--- src/bci_pkg.sv ---
// shared constants and carriers for the bias controller two-wire slave
package bci_pkg;
  // fixed upper slave address nibble and high-speed master code prefix
  localparam logic [3:0] ADDR_HI = 4'h4;
  localparam logic [4:0] HS_CODE = 5'h01;
  // command byte layout: bit 7 set marks a read
  localparam int CMD_RD_BIT = 7;
  localparam logic [7:0] CMD_RD_QUEUE = 8'h80;
  localparam logic [7:0] CMD_RD_FLAG = 8'h82;
  localparam logic [7:0] CMD_RD_FINE1 = 8'hD2;
  localparam logic [7:0] CMD_RD_FINE2 = 8'hD6;
  localparam logic [7:0] CMD_WR_FINE1 = 8'h52;
  localparam logic [7:0] CMD_WR_FINE2 = 8'h56;
  localparam logic [7:0] CMD_WR_SCLR = 8'h6E;
  // software clear fields, positions within the 16-bit data word
  localparam int SCLR_FULL_BIT = 9;
  localparam int SCLR_ARM_BIT = 8;
  localparam int SCLR_CLQ_BIT = 6;
  // queue word tags
  localparam logic [3:0] TAG_CORRUPT = 4'hE;
  localparam logic [3:0] TAG_EMPTY = 4'hF;
  localparam logic [2:0] SRC_LAST = 3'h6;
  // status word fields and reset values
  localparam int ST_CONV = 11;
  localparam int ST_ARITH = 10;
  localparam int ST_EMPTY = 9;
  localparam int ST_OVF = 8;
  localparam logic ARITH_RST = 1'b1;
  localparam logic [7:0] ALARM_RST = 8'h00;
  localparam int FINE_W = 10;
  localparam logic [9:0] FINE_RST = 10'h000;

  // conversion sources in tag order
  typedef enum logic [2:0] {
    SRC_DIE, SRC_CH1_TEMP, SRC_CH1_CURR, SRC_AUX1,
    SRC_CH2_TEMP, SRC_CH2_CURR, SRC_AUX2
  } bci_src_e;

  typedef struct packed {
    logic [2:0] src;
    logic [11:0] value;
  } bci_qin_s;

  typedef struct packed {
    logic [7:0] cmd;
    logic [15:0] data;
  } bci_wr_s;
endpackage

--- src/bci_sync.sv ---
// two-flop synchroniser for pins arriving from outside the clock domain
`timescale 1ns/10ps
module bci_sync #(
  parameter int W = 1
) (
  input wire logic i_clk,
  input wire logic i_srst,
  input wire logic [W-1:0] i_async,
  output logic [W-1:0] o_sync
);
  logic [W-1:0] meta_q;
  logic [W-1:0] sync_q;

  // reset to ones: idle bus lines rest high
  always_ff @(posedge i_clk) begin
    if (i_srst) begin
      meta_q <= '1;
      sync_q <= '1;
    end else begin
      meta_q <= i_async;
      sync_q <= meta_q;
    end
  end

  assign o_sync = sync_q;
endmodule // bci_sync

--- src/bci_slave.sv ---
// two-wire slave register access for the bias controller
`timescale 1ns/10ps
//
// Contract
// - queue word: 4-bit tag over 12-bit value
// - tags 0..6 name the conversion source
// - overflow during readout gives tag 1110
// - empty queue gives tag 1111 plus status
// - addressed read: write address, command, Sr, read
// - word sent high byte then low
// - master ACK keeps words coming
// - short read returns last accessed register
// - address is 0100 plus three pins
// - eighth address bit selects direction
// - command byte gives register and direction
// - bytes move MSB first
// - status busy, arith, empty, overflow at 11..8
// - status 7..0 are alarms, reset zero
// - SDA change while SCL high is control
// - detect START and STOP
// - repeated START keeps speed mode
// - idle bus: both lines released
// - ACK holds SDA low for ninth pulse
// - no ACK after full clear write
// - fast mode after reset
// - commands chain within one transaction
// - write: address, command, high, low bytes
// - status read clears overflow and alarms
// - code 00001XXX: NACK, high speed, STOP ends
module bci_slave
  import bci_pkg::*;
(
  input wire logic i_clk,
  input wire logic i_srst,
  input wire logic i_scl,
  input wire logic i_sda,
  input wire logic i_addr_pin_bit0,
  input wire logic i_addr_pin_bit1,
  input wire logic i_addr_pin_bit2,
  input wire logic i_q_valid,
  input wire bci_qin_s i_q_word,
  input wire logic i_q_overflow,
  input wire logic i_converter_active,
  input wire logic i_arith_unit_active,
  input wire logic [7:0] i_alarm_set,
  output logic o_sda_o,
  output logic o_sda_oe_n,
  output logic o_q_pop,
  output logic o_q_clear,
  output logic o_complete_dac_clear,
  output logic o_wr_stb,
  output bci_wr_s o_wr,
  output logic o_hs_mode
);
  typedef enum {S_IDLE, S_RX, S_RXACK, S_TX, S_TXACK, S_SKIP} bci_state_e;
  typedef enum {K_ADDR, K_CMD, K_DHI, K_DLO} bci_kind_e;
  // source to tag; an out-of-range source is flagged corrupt
  function automatic logic [3:0] src_tag(input logic [2:0] s);
    src_tag = (s > SRC_LAST) ? TAG_CORRUPT : {1'b0, s};
  endfunction
  function automatic logic cmd_is_read(input logic [7:0] c);
    cmd_is_read = c[CMD_RD_BIT];
  endfunction
  logic scl_s, sda_s, scl_p, sda_p;
  logic [2:0] pins_s;
  bci_state_e state_q;
  bci_kind_e kind_q;
  logic [3:0] cnt_q;
  logic [7:0] sh_q, cmd_q, last_q, dhi_q;
  logic [15:0] txw_q;
  logic ack_q, rd_q, mack_q, tx_lo_q, bus_q, first_q, hs_q, hs_pend_q;
  logic armed_q, ovf_q, arith_q, clq_q, full_q, wr_stb_q;
  logic [7:0] alarm_q;
  logic [FINE_W-1:0] fine1_q, fine2_q;
  bci_wr_s wr_q;
  // pins pass two flops; scl is only sampled, its edges found here
  bci_sync #(.W(5)) u_sync (
    .i_clk(i_clk),
    .i_srst(i_srst),
    .i_async({i_scl, i_sda, i_addr_pin_bit2, i_addr_pin_bit1,
              i_addr_pin_bit0}),
    .o_sync({scl_s, sda_s, pins_s})
  );
  always_ff @(posedge i_clk) begin
    if (i_srst) begin
      scl_p <= 1'b1;
      sda_p <= 1'b1;
    end else begin
      scl_p <= scl_s;
      sda_p <= sda_s;
    end
  end
  // bus events from the synchronised lines
  wire scl_rise = scl_s & ~scl_p;
  wire scl_fall = ~scl_s & scl_p;
  wire start_c = scl_s & scl_p & sda_p & ~sda_s;
  wire stop_c = scl_s & scl_p & ~sda_p & sda_s;
  // byte receive decode
  wire byte_done = (state_q == S_RX) && scl_rise && (cnt_q == 4'h7);
  wire [7:0] byte_w = {sh_q[6:0], sda_s};
  wire addr_ok = (byte_w[7:1] == {ADDR_HI, pins_s});
  wire hs_hit = (kind_q == K_ADDR) && first_q
                && (byte_w[7:3] == HS_CODE);
  wire sclr_full = (cmd_q == CMD_WR_SCLR)
                   && dhi_q[SCLR_FULL_BIT-8];
  wire ack_w = (kind_q == K_ADDR) ? (addr_ok & ~hs_hit)
             : (kind_q == K_DLO) ? ~sclr_full : 1'b1;
  wire wr_done = byte_done && (kind_q == K_DLO)
                 && !cmd_is_read(cmd_q);
  wire [15:0] wdata_w = {dhi_q, byte_w};
  // handshake slots
  wire rxack_end = (state_q == S_RXACK) && scl_fall;
  wire txack_end = (state_q == S_TXACK) && scl_fall;
  wire fetch = (rxack_end && ack_q && kind_q == K_ADDR && rd_q)
             || (txack_end && mack_q && tx_lo_q);
  wire next_lo = txack_end && mack_q && !tx_lo_q;
  // status word, rebuilt every cycle
  wire [15:0] status_w = {4'h0, i_converter_active, arith_q,
                          ~i_q_valid, ovf_q, alarm_q};
  // outgoing word for the register last named by a command
  wire is_q_rd = (last_q == CMD_RD_QUEUE);
  wire is_flag_rd = (last_q == CMD_RD_FLAG);
  wire [15:0] qword_w = !i_q_valid ? {TAG_EMPTY, status_w[11:0]}
                      : i_q_overflow ? {TAG_CORRUPT, i_q_word.value}
                      : {src_tag(i_q_word.src), i_q_word.value};
  wire [15:0] word_w = is_q_rd ? qword_w
                     : is_flag_rd ? status_w
                     : (last_q == CMD_RD_FINE1) ? {6'h00, fine1_q}
                     : (last_q == CMD_RD_FINE2) ? {6'h00, fine2_q}
                     : 16'h0000;
  wire flag_clr = fetch && is_flag_rd;
  // protocol state, kind of byte and bit counter
  always_ff @(posedge i_clk) begin
    if (i_srst) begin
      state_q <= S_IDLE;
      kind_q <= K_ADDR;
      cnt_q <= 4'h0;
    end else if (stop_c) begin
      state_q <= S_IDLE;
    end else if (start_c) begin
      state_q <= S_RX;
      kind_q <= K_ADDR;
      cnt_q <= 4'h0;
    end else begin
      case (state_q)
        S_RX: begin
          if (scl_rise) begin
            cnt_q <= cnt_q + 4'h1;
          end else if (scl_fall && cnt_q == 4'h8) begin
            state_q <= S_RXACK;
          end
        end
        S_RXACK: begin
          if (scl_fall) begin
            cnt_q <= 4'h0;
            if (!ack_q) begin
              state_q <= S_SKIP;
            end else if (kind_q == K_ADDR && rd_q) begin
              state_q <= S_TX;
            end else begin
              state_q <= S_RX;
              case (kind_q)
                K_ADDR: kind_q <= K_CMD;
                K_CMD: kind_q <= K_DHI;
                K_DHI: kind_q <= K_DLO;
                default: kind_q <= K_CMD;
              endcase
            end
          end
        end
        S_TX: begin
          if (scl_fall) begin
            cnt_q <= (cnt_q == 4'h7) ? 4'h0 : cnt_q + 4'h1;
            if (cnt_q == 4'h7) begin
              state_q <= S_TXACK;
            end
          end
        end
        S_TXACK: begin
          if (scl_fall) begin
            state_q <= mack_q ? S_TX : S_SKIP;
          end
        end
        default: state_q <= state_q;
      endcase
    end
  end
  // shift register: receive on rising scl, send on falling scl
  always_ff @(posedge i_clk) begin
    if (i_srst) begin
      sh_q <= 8'hFF;
    end else if (fetch) begin
      sh_q <= word_w[15:8];
    end else if (next_lo) begin
      sh_q <= txw_q[7:0];
    end else if (state_q == S_RX && scl_rise) begin
      sh_q <= byte_w;
    end else if (state_q == S_TX && scl_fall && cnt_q != 4'h7) begin
      sh_q <= {sh_q[6:0], 1'b1};
    end
  end
  // per-byte bookkeeping
  always_ff @(posedge i_clk) begin
    if (i_srst) begin
      ack_q <= 1'b0;
      rd_q <= 1'b0;
      cmd_q <= 8'h00;
      last_q <= 8'h00;
      dhi_q <= 8'h00;
    end else if (byte_done) begin
      ack_q <= ack_w;
      if (kind_q == K_ADDR) begin
        rd_q <= byte_w[0];
      end
      if (kind_q == K_CMD) begin
        cmd_q <= byte_w;
        last_q <= byte_w;
      end
      if (kind_q == K_DHI) begin
        dhi_q <= byte_w;
      end
    end
  end
  // transmit word, byte half and the master's answer
  always_ff @(posedge i_clk) begin
    if (i_srst) begin
      txw_q <= 16'h0000;
      tx_lo_q <= 1'b0;
      mack_q <= 1'b0;
    end else begin
      if (fetch) begin
        txw_q <= word_w;
        tx_lo_q <= 1'b0;
      end else if (next_lo) begin
        tx_lo_q <= 1'b1;
      end
      if (state_q == S_TXACK && scl_rise) begin
        mack_q <= ~sda_s;
      end
    end
  end
  // bus activity and speed mode; a repeated start leaves both alone
  always_ff @(posedge i_clk) begin
    if (i_srst) begin
      bus_q <= 1'b0;
      first_q <= 1'b0;
      hs_q <= 1'b0;
      hs_pend_q <= 1'b0;
    end else if (stop_c) begin
      bus_q <= 1'b0;
      hs_q <= 1'b0;
      hs_pend_q <= 1'b0;
    end else if (start_c) begin
      bus_q <= 1'b1;
      first_q <= ~bus_q;
      hs_pend_q <= 1'b0;
    end else begin
      if (byte_done) begin
        first_q <= 1'b0;
        hs_pend_q <= hs_hit;
      end
      // the nack pulse is the ninth; its following rise is the tenth
      if (state_q == S_SKIP && scl_rise && hs_pend_q) begin
        hs_q <= 1'b1;
        hs_pend_q <= 1'b0;
      end
    end
  end
  // sticky overflow and alarms, arith follows its input; a new event beats a clear in the same cycle
  always_ff @(posedge i_clk) begin
    if (i_srst) begin
      ovf_q <= 1'b0;
      alarm_q <= ALARM_RST;
      arith_q <= ARITH_RST;
    end else begin
      ovf_q <= i_q_overflow | (ovf_q & ~flag_clr & ~clq_q);
      alarm_q <= i_alarm_set | (alarm_q & {8{~flag_clr}});
      arith_q <= i_arith_unit_active;
    end
  end
  // register writes: fine readbacks, software clear, write strobe
  always_ff @(posedge i_clk) begin
    if (i_srst) begin
      fine1_q <= FINE_RST;
      fine2_q <= FINE_RST;
      armed_q <= 1'b0;
      clq_q <= 1'b0;
      full_q <= 1'b0;
      wr_stb_q <= 1'b0;
      wr_q <= '0;
    end else begin
      clq_q <= wr_done && cmd_q == CMD_WR_SCLR && byte_w[SCLR_CLQ_BIT];
      full_q <= wr_done && sclr_full && armed_q;
      wr_stb_q <= wr_done;
      if (wr_done) begin
        wr_q <= '{cmd: cmd_q, data: wdata_w};
        if (cmd_q == CMD_WR_FINE1) begin
          fine1_q <= wdata_w[FINE_W-1:0];
        end
        if (cmd_q == CMD_WR_FINE2) begin
          fine2_q <= wdata_w[FINE_W-1:0];
        end
        if (cmd_q == CMD_WR_SCLR) begin
          armed_q <= wdata_w[SCLR_ARM_BIT] & ~wdata_w[SCLR_FULL_BIT];
        end
      end
    end
  end
  // open drain: drive low only for an ack or a zero data bit
  wire drive_lo = (state_q == S_RXACK && ack_q)
                || (state_q == S_TX && !sh_q[7]);
  assign o_sda_o = 1'b0;
  assign o_sda_oe_n = ~drive_lo;
  assign o_q_pop = fetch && is_q_rd && i_q_valid;
  assign o_q_clear = clq_q;
  assign o_complete_dac_clear = full_q;
  assign o_wr_stb = wr_stb_q;
  assign o_wr = wr_q;
  assign o_hs_mode = hs_q;
endmodule // bci_slave

--- config.mk ---
export PLATFORM = sky130hd
export DESIGN_NAME = bci_slave
export DESIGN_NICKNAME = d
export VERILOG_FILES = /design/src/bci_pkg.sv /design/src/bci_sync.sv /design/src/bci_slave.sv
export SDC_FILE = /design/constraint.sdc
export NUM_CORES = 1
export LEC_CHECK = 0
export ABC_AREA = 1
export BUFFER_PORTS_ARGS = -buffer_cell sky130_fd_sc_hd__buf_2
export CORE_UTILIZATION = 55
export DETAILED_ROUTE_END_ITERATION = 10
export HOLD_SLACK_MARGIN = 0.02
export PLACE_DENSITY = 0.79
export SYNTH_ARGS = -nofsm -noshare
export SYNTH_HDL_FRONTEND = slang
export SYNTH_SLANG_ARGS = --single-unit
--- constraint.sdc ---
create_clock -name i_clk -period 3.7 [get_ports i_clk]
set_input_delay 0.925 -clock i_clk [delete_from_list [all_inputs] [get_ports i_clk]]
set_output_delay 0.925 -clock i_clk [all_outputs]
set_load 0.01 [all_outputs]
==> results of run 1 <==
==> layout by cell type (no fill, tap or decap), drive strengths merged <==
cell type | netlist | layout
a21oi | 86 | 86
nor3 | 11 | 11
ha | 7 | 7
nand2 | 238 | 238
dfxtp | 119 | 119
nor2 | 69 | 69
bufinv | 0 | 2
clkbuf | 25 | 22
xnor2 | 1 | 1
nand3 | 100 | 100
clkinvlp | 0 | 2
buf | 14 | 67
or2 | 12 | 12
o2111ai | 1 | 1
a31oi | 2 | 2
a21boi | 2 | 2
o21ai | 36 | 36
inv | 57 | 57
o211ai | 2 | 2
nand4 | 9 | 9
xor2 | 2 | 2
clkinv | 0 | 5
conb | 1 | 1
==> registers in the layout, summed over array words and instances (netlist names), 2 cells and up <==
name and flops:
last_q 8, dhi_q 8, kind_q 2, alarm_q 8, o_wr 24, u_sync.meta_q 5, sh_q 8, fine1_q 10
state_q 3, u_sync.o_sync 5, txw_q 8, fine2_q 10, cnt_q 4
==> logic make-up after synthesis <==
group | Yosys count | synth area share
AND/OR/NAND/NOR | 439 | 0.347
AO/OA/AOI/OAI | 129 | 0.123
flip-flops | 119 | 0.434
buffers and inverters | 96 | 0.0747
adder cells (fa/ha/maj) | 7 | 0.0159
XOR/XNOR | 3 | 0.00479
other | 1 | 0.000683
==> metrics by stage <==
stage,instance area [um2],instances,total power (W),utilization
2_1_floorplan,5490,794,0.00178,-
3_3_place_gp,5810,955,0.00186,0.597
3_5_place_dp,5810,955,0.00189,0.597
4_1_cts,6370,986,0.00343,0.655
5_1_grt,6370,986,0.00358,0.655
6_report,6370,986,0.00344,0.655
==> worst reg2reg max path, cell delays in order, from the launching register on <==
cell and delay [ns]:
dfxtp_1 0.33, inv_1 0.12, nand2_1 0.10, nor2_1 0.60, inv_1 0.09, nor2_1 0.59, nand3_1 0.47, nand2_1 0.17
a21oi_1 0.09
==> where the power goes <==
| part | leakage (nW) | total (W) | internal [W] | switching [W] |
|---|---|---|---|---|
| clock | 0.276 | 0.00156 | 0.00100 | 0.000565 |
| combinational | 1.48 | 0.000467 | 0.000166 | 0.000301 |
| sequential | 0.966 | 0.00141 | 0.00133 | 0.0000738 |
==> per-layer routing <==
layer  wire length (um)  vias to the layer above
met1               6120                     2429
met2               6810                      275
met5                  0                        -
met4                497                        0
met3               1220                       57
li1                   -                     2672
==> cells in the mapped netlist <==
library cell  instances  area, um2
a21boi_0              2       15.0
a21oi_1              85        425
a21oi_4               1       16.3
a31oi_1               2       12.5
buf_2                 8       40.0
buf_4                 2       15.0
buf_6                 4       45.0
clkbuf_1             25       93.8
conb_1                1       3.75
dfxtp_1             119       2380
ha_1                  7       87.6
inv_1                54        203
inv_2                 2       7.51
inv_4                 1       6.26
nand2_1             236        886
nand2_2               2       12.5
nand3_1              97        485
nand3_2               2       20.0
nand3_4               1       17.5
nand4_1               9       56.3
nor2_1               63        236
nor2_2                4       25.0
nor2_4                2       22.5
nor3_1                9       45.0
nor3_2                1       10.0
nor3_4                1       16.3
o2111ai_1             1       8.76
o211ai_1              2       15.0
o21ai_0              35        175
o21ai_1               1       5.00
or2_2                12       75.1
xnor2_1               1       8.76
xor2_1                2       17.5
==> cell type report <==
type                    count  share of cell area
multi-input cells         579               0.424
repair buffers             67              0.0542
well taps                 133              0.0261
clock buffers              22              0.0726
inverters                  57              0.0340
clock inverters             9              0.0157
flip-flops and latches    119               0.374
==> final timing paths <==
path / to
worst max-delay path: o_q_pop
worst min-delay path: u_sync.o_sync[3]$_SDFF_PP1_
worst max register to register: fine2_q[0]$_SDFFE_PP0P_
worst min register to register: u_sync.o_sync[3]$_SDFF_PP1_
==> impl_metrics.ini, run 1 <==
[sta]
fin_crit_ns = 3.26
slew_violations = 0
fin_ws_ns = 0.435
fin_setup_tns_ns = 0
slew_headroom = 0.389
rsz0062_at_grt = no
skew_ns = 0.00654
hold_violations = 0
hold_ws_ns = 0.406
worstMarginPinSlew_ns = 0.914
max_freq_mhz = 306
fin_crit_sh = 0.882
setup_viol = 0

[cts]
cts_buffers = 17
cts_root_buf = clkbuf_8
cts_sinks = 119
clock_latency_ns = 0.52
clockBufferDepth = 2
post-cts-setup-buffers = 0
ctsResizeCount = 0
htree_levels = 4
cts_tree = built
hold_buffers = 0
path_clk_slew_ns = 0.05

[synthesis]
synth_cell_type_count = 33
ys_seq_elements = 119
synth_nets = 835
synth-seq-area-share = 0.434
ys_warn_count = 0
avgSynthCellArea_um2 = 6.92
syn-cell-area_um2 = 5490
syn_inst = 794

[drt]
drt-initial-drc-count = 371
drc = 0
viasPerCell = 5.51
wl_per_cell_um = 14.8
vias = 5433
finalWirelength_um = 14600
drtAntennaViolNets = 0
drt-pass1-iter-count = 5

[global_route]
grt_max_degree = 50
grt.busiest_layer = met2
grt_overflow = 0
grt_pass1_vias = 5028
use_met2 = 0.470
use_met3 = 0.0787
use_met1 = 0.370
antenna_found_initial = 0
grt_pass1_wl_um = 23500
track_usage = 0.295

[power_and_ir_drop]
p_per_area_nw_per_um2 = 540
p_leak_nw = 2.72
vdd_drop_max_mv = 0.280

[hold_path]
holdPathStages = 1
hp-class = register to register
min-delay-start = u_sync.meta_q[3]$_SDFF_PP1_

[run_status]
status = complete, no violations

[floorplan]
initial_core_util = 0.564
die_w_um = 102
num_io_pins = 65
row_count = 36
die_h_um = 102
coreArea_um2 = 9730
dieArea_um2 = 10400

[placement]
place_ws_ns = 0.995
dp.final_hpwl_um = 10100
io_buffers = 63
place.gp.congestion = 0.929

[critical_path]
path_buf_inv = 2
r2r-start = last_q[0]$_SDFFE_PP0P_
cpMostUsedCell = nand2_1
crit_path_start_kind = register
cp_top_family = simple AND/OR/NAND/NOR gates
slowest_stage = dfxtp_1
reg2reg_slack_ns = 1.00
startpoint = kind_q[1]$_SDFFE_PP0P_
crit_chain = inv_1 -> ha_1 -> nand2_1 -> nor2_1 -> nand2_2 -> nand2_1 -> nand2_1 -> nor3_1 -> buf_2
crit_path_max_incr_delay_ns = 0.34
path_max_fanout = 14
endpoint_kind = primary output
worst-path-stages = 9
reg2reg_depth = 8
worst-endpoint-required_ns = 2.77
criticalPathCategory = register to primary output
cp_data_arrival_time_ns = 2.34

[finish]
seq_area_um2 = 2380
nets = 882
layout-drive-gt1-share = 0.147
insertedDiodeCount = 0
num-fill-cells = 861
syn_to_final_growth_pct = 16.0
multi_input_area_um2 = 2700

[run]
cap_violations = 0
Note: power is estimated with default switching activity, not from simulation.
==> run 2, diff against run 1 <==
--- a/config.mk
+++ b/config.mk
@@ -10,7 +10,7 @@
 export CORE_UTILIZATION = 55
 export DETAILED_ROUTE_END_ITERATION = 10
 export HOLD_SLACK_MARGIN = 0.02
-export PLACE_DENSITY = 0.79
+export PLACE_DENSITY = 0.72
 export SYNTH_ARGS = -nofsm -noshare
 export SYNTH_HDL_FRONTEND = slang
 export SYNTH_SLANG_ARGS = --single-unit
==> impl_metrics.ini, run 2 (synthesized netlist as in run 1, its figures left out) <==
[critical_path]
reg2reg_depth = 7
crit_path_start_kind = register
endpoint_kind = primary output
cpMostUsedCell = nand2_1
slowest_stage = dfxtp_1
crit_chain = inv_1 -> ha_1 -> nand2_1 -> nor2_1 -> nand2_2 -> nand2_1 -> nand2_1 -> nor3_1 -> buf_2
path_max_fanout = 14
worst-endpoint-required_ns = 2.77
cp_data_arrival_time_ns = 2.28
criticalPathCategory = register to primary output
r2r_end = fine1_q[5]$_SDFFE_PP0P_
startpoint = kind_q[1]$_SDFFE_PP0P_
crit_path_max_incr_delay_ns = 0.33
r2r-start = last_q[1]$_SDFFE_PP0P_
reg2reg_slack_ns = 1.41

[floorplan]
die_w_um = 102
initial_core_util = 0.564
row_count = 36
dieArea_um2 = 10400
num_io_pins = 65
coreArea_um2 = 9730
die_h_um = 102

[finish]
insertedDiodeCount = 0
final_common_cell = nand2_1
syn_to_final_growth_pct = 16.5
fin_cells = 986
final_cell_mix = nand2_1 (236), dfxtp_1 (119), nand3_1 (97)
num-fill-cells = 918
layout-drive-gt1-share = 0.148
largest_reg_flops = 24
nets = 881

[cts]
cts_root_buf = clkbuf_8
clock_latency_ns = 0.53
cts_sinks = 119
clockBufferDepth = 2
cts_buffers = 17
post-cts-setup-buffers = 0
cts_tree = built
path_clk_slew_ns = 0.05
htree_levels = 4
ctsResizeCount = 0
hold_buffers = 0

[sta]
fin_crit_ns = 3.20
skew_ns = 0.00969
worstMarginPinSlew_ns = 1.29
fin_setup_tns_ns = 0
rsz0062_at_grt = no
slew_violations = 0
fin_crit_sh = 0.866
hold_violations = 0
slew_headroom = 0.134
setup_viol = 0
max_freq_mhz = 312

[placement]
io_buffers = 63
place.gp.congestion = 0.961
placedCellCount = 954
dp.final_hpwl_um = 10200

[drt]
drc = 0
vias = 5419
drt-pass1-iter-count = 7
drtAntennaViolNets = 0
wl_per_cell_um = 15.0
drt-initial-drc-count = 363
viasPerCell = 5.50
finalWirelength_um = 14800

[power_and_ir_drop]
p_leak_nw = 2.71
p_per_area_nw_per_um2 = 551
p_total_w = 0.00352
vdd_drop_max_mv = 0.298

[global_route]
grt_overflow = 0
grt_pass1_wl_um = 23500
grt_pass1_vias = 4716
grt_max_degree = 80
antenna_found_initial = 0
track_usage = 0.299

[run_status]
status = complete, no violations

[hold_path]
min-delay-start = u_sync.meta_q[2]$_SDFF_PP1_
hp-class = register to register
holdPathStages = 1
holdPathEnd = u_sync.o_sync[2]$_SDFF_PP1_

[run]
cap_violations = 0
run 2: changes by cell type in the layout (fill, tap and decap cells not counted):
cell        previous run  this run
clkbuf_8               4         1
clkinv_2               5         2
clkinvlp_4             2         5
inv_6                  0         2
buf_4                  4         3
bufinv_16              2         3
clkbuf_1               2         1
clkinv_4               0         1
inv_8                  0         1
run 2: worst max-delay path by stage:
| stage | endpoint | slack (ns) |
|---|---|---|
| 2_1_floorplan | o_q_pop | 1.28 |
| 3_3_place_gp | o_q_pop | 1.01 |
| 3_5_place_dp | o_q_pop | 0.98 |
| 4_1_cts | o_q_pop | 0.51 |
| 5_1_grt | o_q_pop | 0.25 |
| 6_report | o_q_pop | 0.50 |
run 2: area by class of cell:
type / count / area, um2 / area share
multi-input cells: 579 / 2700 / 0.422
flip-flops and latches: 119 / 2380 / 0.373
clock buffers: 18 / 418 / 0.0653
repair buffers: 66 / 338 / 0.0528
inverters: 57 / 216 / 0.0338
clock inverters: 14 / 175 / 0.0274
well taps: 133 / 166 / 0.0260
run 2: power by group:
group | internal, W | switching [W]
clock network | 0.00103 | 0.000619
registers | 0.00133 | 0.0000728
logic | 0.000166 | 0.000301
run 2: metal layers:
| layer | track usage | up-vias | part of all wire |
|---|---|---|---|
| met5 | 0 | - | 0 |
| met4 | 0.119 | 0 | 0.026 |
| met3 | 0.0705 | 39 | 0.058 |
| met2 | 0.476 | 214 | 0.46 |
| met1 | 0.392 | 2493 | 0.45 |
| li1 | - | 2673 | - |
run 2: metrics by stage:
stage | instance area, um2 | hold WS [ns] | worst slack, ns | util
after CTS | 6390 | 0.409 | 0.507 | 0.657
after global placement | 5800 | 0.391 | 1.01 | 0.596
after detailed placement | 5800 | 0.396 | 0.975 | 0.596
after global routing | 6390 | 0.423 | 0.245 | 0.657
after floorplan | 5490 | 0.389 | 1.28 | -
final | 6390 | 0.408 | 0.496 | 0.657
run 2: worst max-delay path, delay by kind of cell (launching register included):
family	cells	cell delay, ns
AND/OR/NAND/NOR	6	0.95
flip-flops	1	0.33
buffers and inverters	2	0.27
adder cells (fa/ha/maj)	1	0.20
